==> src/verilog/rpec_pkg.sv <==
// Contract
// - The output voltage code is six bits wide, and the voltage is 0.55 V plus the code times a 10 mV step.
// - The pin select mask has eight bits, bit n belongs to pin n, and a 1 lets that pin enable the regulator.
// - The pin select mask takes effect only while the sequence field is 111 and the enable field is 10.
// - With several pins selected, the regulator is on while any selected pin is high.
// - The first alternate voltage code applies while the controlling pins read 00, with the same encoding; the code applies it only while scale_cfg is nonzero.
package rpec_pkg;

    ////////////////////////////////////////////////////////////////////////
    // Register indices; byte address is four times the index
    localparam logic [5:0] IDX_OUT_VCODE   = 6'h1F;
    localparam logic [5:0] IDX_PIN_MASK    = 6'h20;
    localparam logic [5:0] IDX_SCALE_CFG   = 6'h21;
    localparam logic [5:0] IDX_ALT_VZERO   = 6'h22;
    localparam logic [5:0] IDX_ENABLE_CTRL = 6'h30;
    localparam logic [5:0] IDX_STATUS      = 6'h31;

    localparam int ADDR_W = 8;
    localparam int DATA_W = 32;

    ////////////////////////////////////////////////////////////////////////
    // Field positions inside the enable control and status registers
    localparam int SEQ_LSB = 5;
    localparam int SEQ_MSB = 7;
    localparam int EN_LSB  = 0;
    localparam int EN_MSB  = 1;
    localparam int STAT_ON = 7;

    // Mode codes
    localparam logic [2:0] SEQ_PIN_MODE = 3'h7;
    localparam logic [1:0] EN_PIN_MODE  = 2'h2;
    localparam logic [1:0] EN_FORCE_ON  = 2'h1;
    localparam logic [1:0] DVS_PINS_ZERO = 2'h0;

    // Voltage encoding in millivolts
    localparam int V_BASE_MV = 550;
    localparam int V_STEP_MV = 10;
    localparam int MV_W      = 11;

    // Reset values
    localparam logic [7:0] RST_MASK  = 8'h00;
    localparam logic [5:0] RST_VCODE = 6'h00;
    localparam logic [4:0] RST_CFG   = 5'h00;
    localparam logic [2:0] RST_SEQ   = 3'h0;
    localparam logic [1:0] RST_EN    = 2'h0;

    // Bus answers
    localparam logic [1:0] RESP_OKAY   = 2'h0;
    localparam logic [1:0] RESP_SLVERR = 2'h2;

    typedef struct packed {
        logic [7:0] pin_mask;
        logic [4:0] scale_cfg;
        logic [5:0] alt_vzero;
        logic [5:0] out_vcode;
        logic [2:0] seq_field;
        logic [1:0] en_field;
    } rpec_regs_t;

    localparam rpec_regs_t RST_REGS = '{RST_MASK, RST_CFG, RST_VCODE,
                                        RST_VCODE, RST_SEQ, RST_EN};

endpackage

==> src/verilog/rpec_pin_sync.sv <==
`timescale 1ns/1ps
module rpec_pin_sync (
    input  wire logic       clk,
    input  wire logic       rst,
    input  wire logic [7:0] pin_async,
    output logic      [7:0] pin_sync
);
    logic [7:0] stage1;
    logic [7:0] next_stage1;
    logic [7:0] next_pin_sync;

    ////////////////////////////////////////////////////////////////////////
    // Two flops per pin; the first stage feeds only the second
    genvar i;
    generate
        for (i = 0; i < 8; i++) begin : g_bit
            always_comb begin
                next_stage1[i]   = pin_async[i];
                next_pin_sync[i] = stage1[i];
            end
        end
    endgenerate

    always_ff @(posedge clk) begin
        if (rst) begin
            stage1   <= 8'h00;
            pin_sync <= 8'h00;
        end else begin
            stage1   <= next_stage1;
            pin_sync <= next_pin_sync;
        end
    end
endmodule

==> src/verilog/rpec_top.sv <==
// The AXI4-Lite slave port was chosen for this implementation.
`timescale 1ns/1ps
module rpec_top (
    input  wire logic                          clk,
    input  wire logic                          rst,
    // AXI4-Lite write address
    input  wire logic [rpec_pkg::ADDR_W-1:0]   s_axi_awaddr,
    input  wire logic                          s_axi_awvalid,
    output logic                               s_axi_awready,
    // AXI4-Lite write data
    input  wire logic [rpec_pkg::DATA_W-1:0]   s_axi_wdata,
    input  wire logic [3:0]                    s_axi_wstrb,
    input  wire logic                          s_axi_wvalid,
    output logic                               s_axi_wready,
    // AXI4-Lite write response
    output logic [1:0]                         s_axi_bresp,
    output logic                               s_axi_bvalid,
    input  wire logic                          s_axi_bready,
    // AXI4-Lite read address
    input  wire logic [rpec_pkg::ADDR_W-1:0]   s_axi_araddr,
    input  wire logic                          s_axi_arvalid,
    output logic                               s_axi_arready,
    // AXI4-Lite read data
    output logic [rpec_pkg::DATA_W-1:0]        s_axi_rdata,
    output logic [1:0]                         s_axi_rresp,
    output logic                               s_axi_rvalid,
    input  wire logic                          s_axi_rready,
    // Multi-purpose pins, asynchronous
    input  wire logic [7:0]                    multipurpose_pin,
    // Regulator controls
    output logic                               regulator_on,
    output logic [5:0]                         active_voltage_code,
    output logic [rpec_pkg::MV_W-1:0]          active_voltage_mv
);

    ////////////////////////////////////////////////////////////////////////
    // State
    rpec_pkg::rpec_regs_t            regs;
    rpec_pkg::rpec_regs_t            next_regs;
    logic                            aw_held;
    logic                            next_aw_held;
    logic [5:0]                      aw_idx;
    logic [5:0]                      next_aw_idx;
    logic                            w_held;
    logic                            next_w_held;
    logic [7:0]                      w_byte;
    logic [7:0]                      next_w_byte;
    logic                            w_lane0;
    logic                            next_w_lane0;
    logic                            next_awready;
    logic                            next_wready;
    logic                            next_bvalid;
    logic [1:0]                      next_bresp;
    logic                            next_arready;
    logic                            next_rvalid;
    logic [1:0]                      next_rresp;
    logic [rpec_pkg::DATA_W-1:0]     next_rdata;
    logic                            next_on;
    logic [5:0]                      next_code;
    logic [rpec_pkg::MV_W-1:0]       next_mv;
    logic [7:0]                      pins;
    logic [7:0]                      rd_byte;
    logic                            rd_hit;
    logic                            pin_mode;

    // Pins cross into the clock domain before any logic reads them
    rpec_pin_sync u_sync (
        .clk       (clk),
        .rst       (rst),
        .pin_async (multipurpose_pin),
        .pin_sync  (pins)
    );

    ////////////////////////////////////////////////////////////////////////
    // Read decode; unused bits come back as zero
    always_comb begin
        rd_hit  = 1'b1;
        rd_byte = 8'h00;
        unique case (s_axi_araddr[rpec_pkg::ADDR_W-1:2])
            rpec_pkg::IDX_OUT_VCODE:
                rd_byte = {2'h0, regs.out_vcode};
            rpec_pkg::IDX_PIN_MASK:
                rd_byte = regs.pin_mask;
            rpec_pkg::IDX_SCALE_CFG:
                rd_byte = {3'h0, regs.scale_cfg};
            rpec_pkg::IDX_ALT_VZERO:
                rd_byte = {2'h0, regs.alt_vzero};
            rpec_pkg::IDX_ENABLE_CTRL: begin
                rd_byte[rpec_pkg::SEQ_MSB:rpec_pkg::SEQ_LSB] = regs.seq_field;
                rd_byte[rpec_pkg::EN_MSB:rpec_pkg::EN_LSB]   = regs.en_field;
            end
            rpec_pkg::IDX_STATUS: begin
                rd_byte[5:0]              = active_voltage_code;
                rd_byte[rpec_pkg::STAT_ON] = regulator_on;
            end
            default:
                rd_hit = 1'b0;
        endcase
    end

    ////////////////////////////////////////////////////////////////////////
    // Bus channels and register writes
    always_comb begin
        next_regs    = regs;
        next_aw_held = aw_held;
        next_aw_idx  = aw_idx;
        next_w_held  = w_held;
        next_w_byte  = w_byte;
        next_w_lane0 = w_lane0;
        next_bvalid  = s_axi_bvalid;
        next_bresp   = s_axi_bresp;
        next_rvalid  = s_axi_rvalid;
        next_rresp   = s_axi_rresp;
        next_rdata   = s_axi_rdata;
        // Address and data are caught independently, in either order
        if (s_axi_awvalid && s_axi_awready) begin
            next_aw_held = 1'b1;
            next_aw_idx  = s_axi_awaddr[rpec_pkg::ADDR_W-1:2];
        end
        if (s_axi_wvalid && s_axi_wready) begin
            next_w_held  = 1'b1;
            next_w_byte  = s_axi_wdata[7:0];
            next_w_lane0 = s_axi_wstrb[0];
        end
        if (s_axi_bvalid && s_axi_bready) begin
            next_bvalid = 1'b0;
        end
        // Commit once both halves are held and no answer is pending
        if (next_aw_held && next_w_held && !next_bvalid) begin
            next_aw_held = 1'b0;
            next_w_held  = 1'b0;
            next_bvalid  = 1'b1;
            next_bresp   = rpec_pkg::RESP_OKAY;
            unique case (next_aw_idx)
                rpec_pkg::IDX_OUT_VCODE:
                    if (next_w_lane0) begin
                        next_regs.out_vcode = next_w_byte[5:0];
                    end
                rpec_pkg::IDX_PIN_MASK:
                    if (next_w_lane0) begin
                        next_regs.pin_mask = next_w_byte;
                    end
                rpec_pkg::IDX_SCALE_CFG:
                    if (next_w_lane0) begin
                        next_regs.scale_cfg = next_w_byte[4:0];
                    end
                rpec_pkg::IDX_ALT_VZERO:
                    if (next_w_lane0) begin
                        next_regs.alt_vzero = next_w_byte[5:0];
                    end
                rpec_pkg::IDX_ENABLE_CTRL:
                    if (next_w_lane0) begin
                        next_regs.seq_field =
                            next_w_byte[rpec_pkg::SEQ_MSB:rpec_pkg::SEQ_LSB];
                        next_regs.en_field =
                            next_w_byte[rpec_pkg::EN_MSB:rpec_pkg::EN_LSB];
                    end
                rpec_pkg::IDX_STATUS: ;  // Read-only, write dropped
                default:
                    next_bresp = rpec_pkg::RESP_SLVERR;
            endcase
        end
        // Reads answer one cycle after the address is taken
        if (s_axi_rvalid && s_axi_rready) begin
            next_rvalid = 1'b0;
        end
        if (s_axi_arvalid && s_axi_arready) begin
            next_rvalid = 1'b1;
            next_rdata  = {24'h000000, rd_byte};
            next_rresp  = rd_hit ? rpec_pkg::RESP_OKAY
                                 : rpec_pkg::RESP_SLVERR;
        end
        // One transfer per direction in flight keeps the slave simple
        next_awready = !next_aw_held && !next_bvalid;
        next_wready  = !next_w_held && !next_bvalid;
        next_arready = !next_rvalid;
    end

    ////////////////////////////////////////////////////////////////////////
    // Regulator enable and voltage selection
    always_comb begin
        pin_mode = (regs.seq_field == rpec_pkg::SEQ_PIN_MODE) &&
                   (regs.en_field == rpec_pkg::EN_PIN_MODE);
        if (pin_mode) begin
            next_on = |(regs.pin_mask & pins);
        end else begin
            // Mask is ignored outside the pin mode
            next_on = (regs.en_field == rpec_pkg::EN_FORCE_ON);
        end
        // Scaling is live when its config is nonzero; pins 1:0 steer it
        if ((regs.scale_cfg != rpec_pkg::RST_CFG) &&
            (pins[1:0] == rpec_pkg::DVS_PINS_ZERO)) begin
            next_code = regs.alt_vzero;
        end else begin
            next_code = regs.out_vcode;
        end
        next_mv = rpec_pkg::MV_W'(int'(next_code) * rpec_pkg::V_STEP_MV
                                  + rpec_pkg::V_BASE_MV);
    end

    ////////////////////////////////////////////////////////////////////////
    // Registers
    always_ff @(posedge clk) begin
        if (rst) begin
            regs                <= rpec_pkg::RST_REGS;
            aw_held             <= 1'b0;
            aw_idx              <= 6'h00;
            w_held              <= 1'b0;
            w_byte              <= 8'h00;
            w_lane0             <= 1'b0;
            s_axi_awready       <= 1'b0;
            s_axi_wready        <= 1'b0;
            s_axi_bvalid        <= 1'b0;
            s_axi_bresp         <= rpec_pkg::RESP_OKAY;
            s_axi_arready       <= 1'b0;
            s_axi_rvalid        <= 1'b0;
            s_axi_rresp         <= rpec_pkg::RESP_OKAY;
            s_axi_rdata         <= 32'h00000000;
            regulator_on        <= 1'b0;
            active_voltage_code <= rpec_pkg::RST_VCODE;
            active_voltage_mv   <= rpec_pkg::MV_W'(rpec_pkg::V_BASE_MV);
        end else begin
            regs                <= next_regs;
            aw_held             <= next_aw_held;
            aw_idx              <= next_aw_idx;
            w_held              <= next_w_held;
            w_byte              <= next_w_byte;
            w_lane0             <= next_w_lane0;
            s_axi_awready       <= next_awready;
            s_axi_wready        <= next_wready;
            s_axi_bvalid        <= next_bvalid;
            s_axi_bresp         <= next_bresp;
            s_axi_arready       <= next_arready;
            s_axi_rvalid        <= next_rvalid;
            s_axi_rresp         <= next_rresp;
            s_axi_rdata         <= next_rdata;
            regulator_on        <= next_on;
            active_voltage_code <= next_code;
            active_voltage_mv   <= next_mv;
        end
    end
endmodule

==> config.mk <==
export PLATFORM = sky130hd
export DESIGN_NAME = rpec_top
export DESIGN_NICKNAME = d
export VERILOG_FILES = /design/src/verilog/rpec_pkg.sv /design/src/verilog/rpec_pin_sync.sv /design/src/verilog/rpec_top.sv
export SDC_FILE = /design/constraint.sdc
export NUM_CORES = 1
export LEC_CHECK = 0
export BUFFER_PORTS_ARGS = -buffer_cell sky130_fd_sc_hd__clkbuf_2
export CAP_MARGIN = 20
export CORE_ASPECT_RATIO = 1.75
export CORE_UTILIZATION = 40
export CTS_BUF_LIST = sky130_fd_sc_hd__clkbuf_4 sky130_fd_sc_hd__clkbuf_8
export DETAILED_ROUTE_END_ITERATION = 10
export PLACE_DENSITY_LB_ADDON = 0.25
export SETUP_SLACK_MARGIN = 0.05
export SLEW_MARGIN = 10
export SYNTH_ARGS = -nofsm -noshare
export SYNTH_HDL_FRONTEND = slang
export SYNTH_SLANG_ARGS = --single-unit
==> constraint.sdc <==
create_clock -name clk -period 8.7 [get_ports clk]
set_input_delay 0.435 -clock clk [delete_from_list [all_inputs] [get_ports clk]]
set_output_delay 0.435 -clock clk [all_outputs]
set_load 0.01 [all_outputs]
# == Word-level counts from Yosys, hierarchy flattened ==
# Cells that the tools add are included.
# W data, S select, Z words.
# totals
reg_bits,98
latch_bits,0
mem_bits_rw,0
romBits,0
inputBits,67
n_memories,0
# op_classes
n_addsub,1
mul,1
div,0
n_lt_le_gt_ge,0
n_eq_ne,15
n_shift,0
mux,21
bitwise_logic,1
reduce_logical,26
# op_table
op,n
$eq A6 B6 Y1 const B,10
$pmux W3 S5,1
$reduce_and A3 Y1,5
$eq A6 B5 Y1 const B,2
$mux W6,2
$pmux W2 S6,1
$reduce_or A6 Y1,2
$add A10 B10 Y11 const B,1
$logic_and A1 B1 Y1,11
$mux W1,11
$mul A6 B3 Y9 const B,1
$and A8 B8 Y8,1
$mux W8,1
$reduce_or A8 Y1,1
$logic_not A1 Y1,5
$pmux W1 S5,1
$reduce_bool A5 Y1,1
$mux W2,2
$eq A3 B3 Y1 const B,1
$pmux W1 S3,1
$eq A2 B1 Y1 const B,1
$eq A2 B2 Y1 const B,1
$logic_not A2 Y1,1
$pmux W1 S2,1

# == Depth between registers and ports, before layout ==
# Gate-level depths: netlist (run 1).
# logic_depth
ltp_word,7
depth_mapped,13

# == Modules after synthesis ==
# From an unflattened synthesis (run 1), not the netlist that was laid out.
# hier_totals
cells_unflattened,485
area_unflattened_um2,4506.8
# modules_own_cells
mod,n_inst,cells_per_inst,area_per_inst_um2
rpec_top,1,452,4042.6
rpec_pin_sync,1,33,464.2

# == Least setup slack after synthesis (run 1) ==
# OpenSTA, ideal clock, no wires.
# synth_timing
kind,register to register
start,register u_sync.pin_sync[1]
end,register active_voltage_mv[8] in the netlist's numbering
setup_ns,0.116
t_arrival_ns,2.992
t_required_ns,8.584
setup_slack_ns,5.593
stages_incl_launch_ff,11
n_path_buf,0
period_less_slack_ns,3.107
path_cell_list,dfxtp_1 -> nor2_1 -> a21boi_1 -> mux2_2 -> ha_1 -> inv_1 -> fa_1 -> xor2_1 -> nor3b_1 -> o211ai_1 -> and3_1
# synth_between
elab_chain_len,5
# synth_lines
item,line_no,source
from (decl),rpec_pin_sync.sv:6,output logic [7:0] pin_sync
from (signal assigned),rpec_pin_sync.sv:30,pin_sync <= next_pin_sync;
$logic_not A2 Y1,rpec_top.sv:192,(pins[1:0] == rpec_pkg::DVS_PINS_ZERO)) begin
$logic_and A1 B1 Y1,rpec_top.sv:191,if ((regs.scale_cfg != rpec_pkg::RST_CFG) &&
$mux W6,rpec_top.sv:191,
net next_code[4],rpec_top.sv:59,logic [5:0] next_code;
$mul A6 B3 Y9,rpec_top.sv:197,next_mv = rpec_pkg::MV_W'(int'(next_code) * rpec_pkg::V_STEP_MV
$add A10 B10 Y11,rpec_top.sv:198,+ rpec_pkg::V_BASE_MV);
to (signal assigned),rpec_top.sv:221,active_voltage_mv <= rpec_pkg::MV_W'(rpec_pkg::V_BASE_MV);
to (signal assigned),rpec_top.sv:239,active_voltage_mv <= next_mv;
to (decl),rpec_top.sv:33,output logic [rpec_pkg::MV_W-1:0] active_voltage_mv
# The timed path passes the listed nets, and every way through them passes these cells.
# A chain may end at the register's enable or synchronous reset.

# == Worst setup path after layout (run 1) ==
# Ends and elaborated chain as after synthesis.

==> metrics.txt, run 1 <==
final hold slack=0.2703 ns; slowest CP cell=a21boi_1; Routed Antenna Nets=0; hold depth=2; Worst R2R Setup Slack=5.12 ns; # DRC=0; reg2reg end=active_voltage_mv[8]; Async SR Flop Fraction=0%; slew margin rel.=44.43%; Setup CP Type=reg -> reg; routability congestion estimate=0.8802; first-pass GRT wire length=15640 microns; port buffer count=67; flip-flop and latch area=1902 sq um; sequential fraction of the synthesis area=44.03%; Avg Vias per Cell=5.250; cell family with most CP delay=compound AO/OA/AOI/OAI gates; site row count=49; Worst-path clk slew=0.09 ns; cts-stage hold buffer count=0; count of state elements after synthesis=95; area growth from synthesis to layout=12.46%; Levels on crit path=10; reg2reg start=u_sync.pin_sync[1]; GRT Resource Usage Total=18.49%; die footprint=11230 sq um; clock root buffer master=clkbuf_8; FILL cells=1036; status=completed; Die Y=139.5 microns; Req. time, crit path=8.96 ns; share of cells above drive strength 1=18.87%; Tot Pwr=0.8238 mW; Final Instance Count excl. Fillers=657; Routed WL=9925 microns; clk_skew=0.01066 ns; Final Util=46.88%; crit-path max cell delay=0.69 ns; synth unique cells=53; commonest non-fill, non-tap cell in the layout=dfxtp_1; starting density of the core=41.69%; Top FF cell, synth=dfxtp_1; endpoint arrival time on the critical path=3.84 ns; Final Hold Viols=0; Cell Chain, Critical Path=nor2_1, a21boi_1, mux2_2, ha_1, inv_1, fa_1, xor2_1, nor3b_1, o211ai_1, and3_1; DP Cell Count=640; multi-input combinational cell area=2207 sq um; PwrDens=169.6 nW/um^2; Post-CTS Setup Bufs=0; Final setup viols=0; router iterations before antenna repair=4; Pins Over Slew Limit=0; Setup crit end kind=flip-flop; R2R cell count=10; RSZ-0062 raised after global routing=false; I/O pins=126; Worst Min Path Start=multipurpose_pin[0]; via count=3449; Synth top area share=44.03%; initial antenna violation count=0; synth warn=0; drt wl/cell=15.11 microns; Core Area=10360 sq um; number of synthesized flops with an enable pin=0; most frequent cells in the layout=dfxtp_1, clkbuf_2, nor2_1; Die W=80.55 microns; largest net degree at the start of global routing=82; ranking of synthesized cells by area=dfxtp_1, mux2i_1, nor2_1; total CTS buffers=9; clock latency on the worst-skew pair=0.37 ns; cells after synthesis=465; Static Leak=2.100 nW; CTS tree=built; post-DP HPWL=7527 microns; vias in the first global route=3294; Final #Nets=602; cts repair resizes=0; Yosys top cell by area=dfxtp_1; Tcrit/Tclk final=41.12%; Peak Freq=279.5 MHz; DR iter-0 viols=126; post-layout minimum cycle time=3.578 ns; Buf/Inv on CP=1; setup_tns=0 ns; critical path fanouts, max=9; Max Cap Viol=0; Worst VDD drop=0.06884 mV; sink of the worst hold path=u_sync.next_pin_sync[0]; type of the most critical hold path=in -> reg; mapped cell area=4319 sq um; Tightest Pin Transition=0.8336 ns; clock sink total=95; critical path launch point type=flip-flop; GRT overflow=0; clk buf depth=2; Ant. Diodes=0; Mean Syn Cell Area=9.288 sq um; H-tree depth=3
worst reg2reg max path: stages (launching register included):
cell,delay [ns]
dfxtp_1,0.35
nor2_1,0.19
a21boi_1,0.69
mux2_2,0.47
ha_1,0.31
inv_1,0.06
fa_1,0.48
xor2_1,0.17
nor3b_1,0.36
o211ai_1,0.18
and3_1,0.21
per-stage QoR:
stage               setup WS [ns]  cell area [sq um]
floorplan                   5.593               4417
global placement            5.215               4644
detailed placement          5.168               4644
CTS                         5.142               4850
global route                4.909               4857
finish                      5.122               4857
synth_stat cells (2+ instances only):
cell type	count
nand4_1	4
nor3b_1	5
xnor2_1	5
a21oi_1	20
xor2_1	4
nor2_1	59
and3_1	5
nand2_1	34
nor2b_1	20
a32oi_1	3
buf_4	28
dfxtp_1	95
o21ai_0	15
or4_1	3
a22oi_1	5
clkbuf_1	16
nor4b_1	3
nand2b_1	2
mux2i_1	36
a221oi_1	2
nand3_1	4
a221o_1	5
o211ai_1	2
or3_1	3
o31ai_1	3
nand4b_1	4
buf_2	2
a311oi_1	2
ha_1	9
inv_1	9
mux2_2	10
a211oi_1	6
and2_1	11
nor3_1	12
sequential cells by signal (all words and copies together) (netlist names):
signal / flops
active_voltage_code: 6
active_voltage_mv: 10
regs: 30
u_sync.next_pin_sync: 8
regulator_on: 1
w_held: 1
s_axi_rresp: 1
s_axi_arready: 1
s_axi_bresp: 1
s_axi_wready: 1
aw_held: 1
s_axi_awready: 1
w_lane0: 1
s_axi_rvalid: 1
aw_idx: 6
s_axi_bvalid: 1
s_axi_rdata: 8
u_sync.pin_sync: 8
w_byte: 8
layer usage:
layer,track usage [%],vias up,routed length (microns)
met2,33.94,117,5361
met5,0,-,0
met4,11.28,0,495
met3,4.590,28,419
li1,-,1698,-
met1,17.72,1606,3648
cell type report:
class	instances	share of cell area, %
Sequential cell	95	39.15
Multi-Input combinational cell	341	45.44
Timing Repair Buffer	69	7.213
Clock inverter	6	1.391
Clock buffer	10	2.834
Tap cell	127	3.272
Inverter	9	0.6955
kinds of logic (layout without fill, tap and decap cells):
group           Yosys count  in the layout  share of synthesized area, %
xor+xnor                  9              9                         1.825
simple gates            174            174                         20.48
buf+inv                  55             94                         7.271
compound gates           75             75                         12.28
fa+ha+maj                10             10                         3.071
mux                      46             46                         10.95
other cells               1             27                       0.08682
flops                    95             95                         44.03
power breakdown:
group,switching (mW),internal (mW)
Combinational,0.0460,0.0271
Clock,0.154,0.142
Sequential,0.00717,0.447
Total,0.207,0.617
how the worst max path moves through the flow:
stage	slack (ns)	end	from
2_1_floorplan	5.59	active_voltage_mv[8]	u_sync.pin_sync[1]
3_3_place_gp	5.22	active_voltage_mv[8]	u_sync.pin_sync[1]
5_1_grt	4.91	active_voltage_mv[8]	u_sync.pin_sync[1]
6_report	5.12	active_voltage_mv[8]	u_sync.pin_sync[1]
3_5_place_dp	5.17	active_voltage_mv[8]	regs[21]
4_1_cts	5.14	active_voltage_mv[8]	u_sync.pin_sync[1]
No activity file was read; power rests on OpenSTA's default activity.
==> run 2, diff against run 1 <==
==> constraint.sdc (replaced) <==
create_clock -name clk -period 3.35 [get_ports clk]
set_input_delay 0.1675 -clock clk [delete_from_list [all_inputs] [get_ports clk]]
set_output_delay 0.1675 -clock clk [all_outputs]
set_load 0.01 [all_outputs]
==> run 2 against run 1 <==
Against the previous run:
- wire length increased by 3.0%
- worst hold slack worse by 0.25 ns
- critical path depth unchanged
- combinational power rose to 2.6 times the previous value
- setup slack worse by 4.8 ns
- sequential power rose to 2.6 times the previous value
- register-to-register slack worse by 4.8 ns
- maximum frequency up 16%
- clock power grew 140%
- first-iteration DRC count grew 53%
- sequential cell count did not move
==> metrics.txt, run 2 (same netlist as run 1, synthesis figures left out) <==
clock sink total=95; Setup crit end kind=flip-flop; slew margin rel.=42.68%; Worst VDD drop=0.2031 mV; Max Cap Viol=0; Post-CTS Setup Bufs=0; die footprint=11230 sq um; endpoint arrival time on the critical path=3.33 ns; via count=3456; Tot Pwr=2.072 mW; critical path launch point type=flip-flop; FILL cells=1025; Core Area=10360 sq um; Tightest Pin Transition=0.8579 ns; H-tree depth=3; Req. time, crit path=3.60 ns; Largest register FFs=30; total CTS buffers=9; largest net degree at the start of global routing=53; GRT overflow=0; status=completed; router iterations before antenna repair=5; type of the most critical hold path=in -> reg; first-pass GRT wire length=16250 microns; area growth from synthesis to layout=13.30%; Final Util=47.23%; initial antenna violation count=0; switching share of power=25.50%; PwrDens=423.4 nW/um^2; clk buf depth=2; most frequent cells in the layout=dfxtp_1, clkbuf_2, nor2_1; clock latency on the worst-skew pair=0.36 ns; Top Registers=regs: 30 flops, active_voltage_mv: 10 flops; CTS tree=built; Routed Antenna Nets=0; post-layout minimum cycle time=3.075 ns; RSZ-0062 raised after global routing=false; Final #Nets=606; site row count=49; DP Cell Count=645; Peak Freq=325.2 MHz; commonest non-fill, non-tap cell in the layout=dfxtp_1; Ant. Diodes=0; Pins Over Slew Limit=0; clk_skew=0.01272 ns; DR iter-0 viols=193; Worst-path clk slew=0.09 ns; Routed WL=10220 microns; I/O pins=126; vias in the first global route=3311; Die Y=139.5 microns; share of cells above drive strength 1=20.22%; Gate power share=9.3%; Final Hold Viols=0; Clock Power Share=33.7%; Int Power=1.544 mW; port buffer count=67; Tcrit/Tclk final=91.79%; Final Instance Count excl. Fillers=661; Avg Vias per Cell=5.228; post-DP HPWL=7811 microns; largest register by flop count=regs; # DRC=0; Die W=80.55 microns; Setup CP Type=reg -> reg; part of the power in registers=57.0%; drt wl/cell=15.46 microns; setup_tns=0 ns; Psw=0.5283 mW; critical path fanouts, max=5; starting density of the core=41.69%; Static Leak=2.122 nW; Final setup viols=0; clock root buffer master=clkbuf_8; routability congestion estimate=0.9197; GRT Resource Usage Total=19.04%
run 2: cell count changes in the layout (fill, tap and decap cells not counted), sizes merged:
| cell | before | now |
|---|---|---|
| buf | 2 | 6 |
| bufinv | 1 | 0 |
| clkbuf | 77 | 79 |
| clkinv | 1 | 2 |
| clkinvlp | 2 | 1 |
| inv | 11 | 10 |
run 2: final cells by class:
| type | count | area (sq um) | area share (%) |
|---|---|---|---|
| Clock buffer | 12 | 152.6 | 3.119 |
| Clock inverter | 4 | 30.03 | 0.6137 |
| Timing Repair Buffer | 73 | 380.4 | 7.773 |
| Inverter | 9 | 33.78 | 0.6904 |
| Tap cell | 127 | 158.9 | 3.247 |
| Sequential cell | 95 | 1902 | 38.86 |
| Multi-Input combinational cell | 341 | 2236 | 45.69 |
run 2: path summary, 6_finish.rpt:
check                       endpoint  depth (start not counted)  slack [ns]                 from
max             active_voltage_mv[8]                         10        0.28             regs[21]
min          u_sync.next_pin_sync[3]                          2        0.02  multipurpose_pin[3]
max reg2reg     active_voltage_mv[8]                         10        0.28             regs[21]
min reg2reg            s_axi_awready                          1        0.43              aw_held
run 2: power groups by stage:
stage	clock network, mW	registers, mW	logic [mW]
after floorplan	0	1.21	0.146
final	0.699	1.18	0.193
after global routing	0.773	1.18	0.215
after CTS	0.717	1.18	0.194
after detailed placement	0	1.21	0.194
after global placement	0	1.21	0.190
run 2: stage by stage:
stage | area [sq um] | hold WS (ns) | setup WS, ns
finish | 4893 | 0.01738 | 0.2750
global route | 4893 | 0.002668 | 0.1035
CTS | 4865 | 0.003562 | 0.06656
detailed placement | 4682 | 0.3861 | 0.08219
global placement | 4682 | 0.3827 | 0.1632
floorplan | 4417 | 0.2957 | 0.2426
run 2: critical path, stage by stage, from the launching register on:
cell,delay [ns]
dfxtp_1,0.34
or3_1,0.43
o311ai_2,0.39
nand2_1,0.13
ha_1,0.30
ha_1,0.37
and3_1,0.22
nor3_1,0.23
nor3b_2,0.10
a211o_1,0.29
and3_1,0.18
run 2: layer usage:
metal / vias to the layer above / track usage (%) / wire, microns / part of all wire, %
met4: 0 / 10.15 / 407 / 4.0
li1: 1705 / - / - / -
met1: 1626 / 19.48 / 3810 / 37
met2: 99 / 35.37 / 5618 / 55
met5: - / 0 / 0 / 0
met3: 26 / 3.148 / 382 / 3.7
run 2: what timing repair did:
action,in CTS,in global routing
endpoints found under the hold margin,0,0
resized for setup,0,5
endpoints found under the setup margin,0,4
hold buffers,0,0
==> run 3, diff against run 2 <==
--- a/config.mk
+++ b/config.mk
@@ -5,6 +5,7 @@
 export SDC_FILE = /design/constraint.sdc
 export NUM_CORES = 1
 export LEC_CHECK = 0
+export ABC_AREA = 1
 export BUFFER_PORTS_ARGS = -buffer_cell sky130_fd_sc_hd__clkbuf_2
 export CAP_MARGIN = 20
 export CORE_ASPECT_RATIO = 1.75
@@ -16,4 +17,5 @@
 export SLEW_MARGIN = 10
 export SYNTH_ARGS = -nofsm -noshare
 export SYNTH_HDL_FRONTEND = slang
+export SYNTH_HIERARCHICAL = 1
 export SYNTH_SLANG_ARGS = --single-unit
==> run 3 against run 2 <==
Against the previous run:
- cell count up 20%
- area after synthesis up 3.3%
- critical path depth up 5
- clock power up 19%
- maximum frequency up 4.0%
- design area up 4.7%
- register-to-register slack better by 0.12 ns
- non-clock buffer count up 4
- die area up 3.2%
- sequential cell count unchanged
- largest cell class unchanged
- largest power group unchanged
- highest routed layer unchanged
==> metrics.txt, run 3 <==
first-pass GRT wire length=16150 microns; Die Y=141.7 microns; GRT overflow=0; post-layout minimum cycle time=2.956 ns; Largest register FFs=30; Gate power share=12.5%; largest net degree at the start of global routing=53; post-DP HPWL=7552 microns; clock latency on the worst-skew pair=0.38 ns; total CTS buffers=9; part of the power in registers=51.4%; count of state elements after synthesis=95; critical path launch point type=flip-flop; commonest non-fill, non-tap cell in the layout=nor2_1; critical path fanouts, max=12; via count=3758; Top Registers=regs: 30 flops, active_voltage_mv: 10 flops; Peak Freq=338.3 MHz; Psw=0.6128 mW; Core Area=10760 sq um; Die W=81.84 microns; PwrDens=451.2 nW/um^2; type of the most critical hold path=in -> reg; crit-path max cell delay=0.48 ns; site row count=50; Final #Nets=739; Setup CP Type=reg -> reg; most numerous cell in the Yosys netlist=nor2_1; share of cells above drive strength 1=21.62%; Clock Power Share=36.1%; Buf/Inv on CP=1; vias in the first global route=3708; switching share of power=26.50%; I/O pins=126; clock root buffer master=clkbuf_8; die footprint=11600 sq um; Max Cap Viol=0; router iterations before antenna repair=5; slowest CP cell=fa_1; Worst VDD drop=0.2095 mV; Routed WL=9953 microns; Setup crit end kind=flip-flop; cells after synthesis=587; Top FF cell, synth=dfxtp_1; drt wl/cell=12.50 microns; Worst-path clk slew=0.10 ns; Final Hold Viols=0; DR iter-0 viols=187; Post-synth top cells=nor2_1, dfxtp_1, inv_1, nand2_1, o21ai_0; Pins Over Slew Limit=0; Avg Vias per Cell=4.721; Tcrit/Tclk final=88.24%; clk buf depth=2; Int Power=1.699 mW; Yosys top cell by area=dfxtp_1; clock sink total=95; starting density of the core=41.47%; area growth from synthesis to layout=14.86%; Routed Antenna Nets=0; Tot Pwr=2.312 mW; synth warn=6; port buffer count=67; Cell Chain, Critical Path=nor2_1, nand3_2, nand2_2, o21ai_0, ha_1, inv_1, fa_1, xnor2_2, nand3_1, nor2_1, nand3_1, nand2_1, nand2_1, nand2_1, nor2_1; most frequent cells in the layout=nor2_1, dfxtp_1, inv_1; ranking of synthesized cells by area=dfxtp_1, nor2_1, inv_1; GRT Resource Usage Total=18.26%; Final setup viols=0; slew margin rel.=61.41%; Req. time, crit path=3.62 ns; RSZ-0062 raised after global routing=false; Async SR Flop Fraction=0%; largest register by flop count=regs; status=completed; cell family with most CP delay=simple AND/OR/NAND/NOR gates; synth unique cells=46; Synth top area share=42.62%; clk_skew=0.01347 ns; routability congestion estimate=0.8264; mapped cell area=4462 sq um; endpoint arrival time on the critical path=3.23 ns; setup_tns=0 ns; number of synthesized flops with an enable pin=0; sequential fraction of the synthesis area=42.62%; # DRC=0; H-tree depth=3; Mean Syn Cell Area=7.601 sq um; Static Leak=2.495 nW; Ant. Diodes=0; Tightest Pin Transition=0.5758 ns; CTS tree=built; initial antenna violation count=0
[run 3: timing repair]
item,4_1_cts,5_1_grt
setup endpoints to repair,0,3
hold buffers,8,0
resized for setup,0,2
hold endpoints to repair,8,0
setup buffers,0,0
[run 3: tightest hold or removal path: stages]
cell      delay, ns
clkbuf_2       0.08
nand2_2        0.07
a21oi_1        0.05
[run 3: final timing paths]
check / slack, ns / cells after the start / start / end
setup / recovery: 0.39 / 15 / regs[19] / active_voltage_mv[8]
hold / removal: 0.04 / 3 / s_axi_awaddr[4] / aw_idx[2]
setup reg to reg: 0.39 / 15 / regs[19] / active_voltage_mv[8]
hold reg to reg: 0.41 / 2 / u_sync/next_pin_sync[5] / u_sync/pin_sync[5]
[run 3: power by group through the flow]
stage	sequential, mW	clock, mW	combinational, mW
5_1_grt	1.19	0.890	0.327
3_3_place_gp	1.21	0	0.277
4_1_cts	1.19	0.857	0.290
6_report	1.19	0.835	0.289
2_1_floorplan	1.22	0	0.217
3_5_place_dp	1.21	0	0.282
[run 3: through the flow]
| step | setup WS, ns | instance area [sq um] | cells | utilization, % | hold slack [ns] |
|---|---|---|---|---|---|
| final | 0.3941 | 5125 | 796 | 47.63 | 0.03775 |
| after global routing | 0.1065 | 5125 | 796 | 47.63 | 0.04855 |
| after CTS | 0.2123 | 5085 | 795 | 47.26 | 0.02205 |
| after detailed placement | 0.2269 | 4791 | 772 | 44.52 | 0.3687 |
| after global placement | 0.2905 | 4791 | 772 | 44.52 | 0.3652 |
| after floorplan | 0.7002 | 4559 | 613 | - | 0.2745 |
[run 3: cells by family after synthesis]
group                      Yosys count  share of synthesized area (%)
buffers and inverters              127                          13.82
and+or+nand+nor                    242                          26.08
xor gates and xnor gates             2                         0.5610
DFF                                 95                          42.62
muxes                                1                         0.3084
other                                1                        0.08405
adders and majority gates           10                          2.973
AOI/OAI and AO/OA                  109                          13.54
[run 3: routing by layer]
metal / share of wire (%) / GRT usage, % / vias to the layer above
li1: - / - / 1949
met3: 3.4 / 2.765 / 24
met4: 4.0 / 10.99 / 0
met1: 38 / 18.01 / 1695
met2: 55 / 34.10 / 90
met5: 0 / 0 / -
[run 3: layout make-up]
type | instances | area, sq um
Inverter | 88 | 342.8
Multi-Input combinational cell | 391 | 2053
Sequential cell | 95 | 1902
Fill cell | 1078 | 5635
Tap cell | 130 | 162.7
Clock buffer | 10 | 131.4
Timing Repair Buffer | 77 | 450.4
Clock inverter | 5 | 82.58
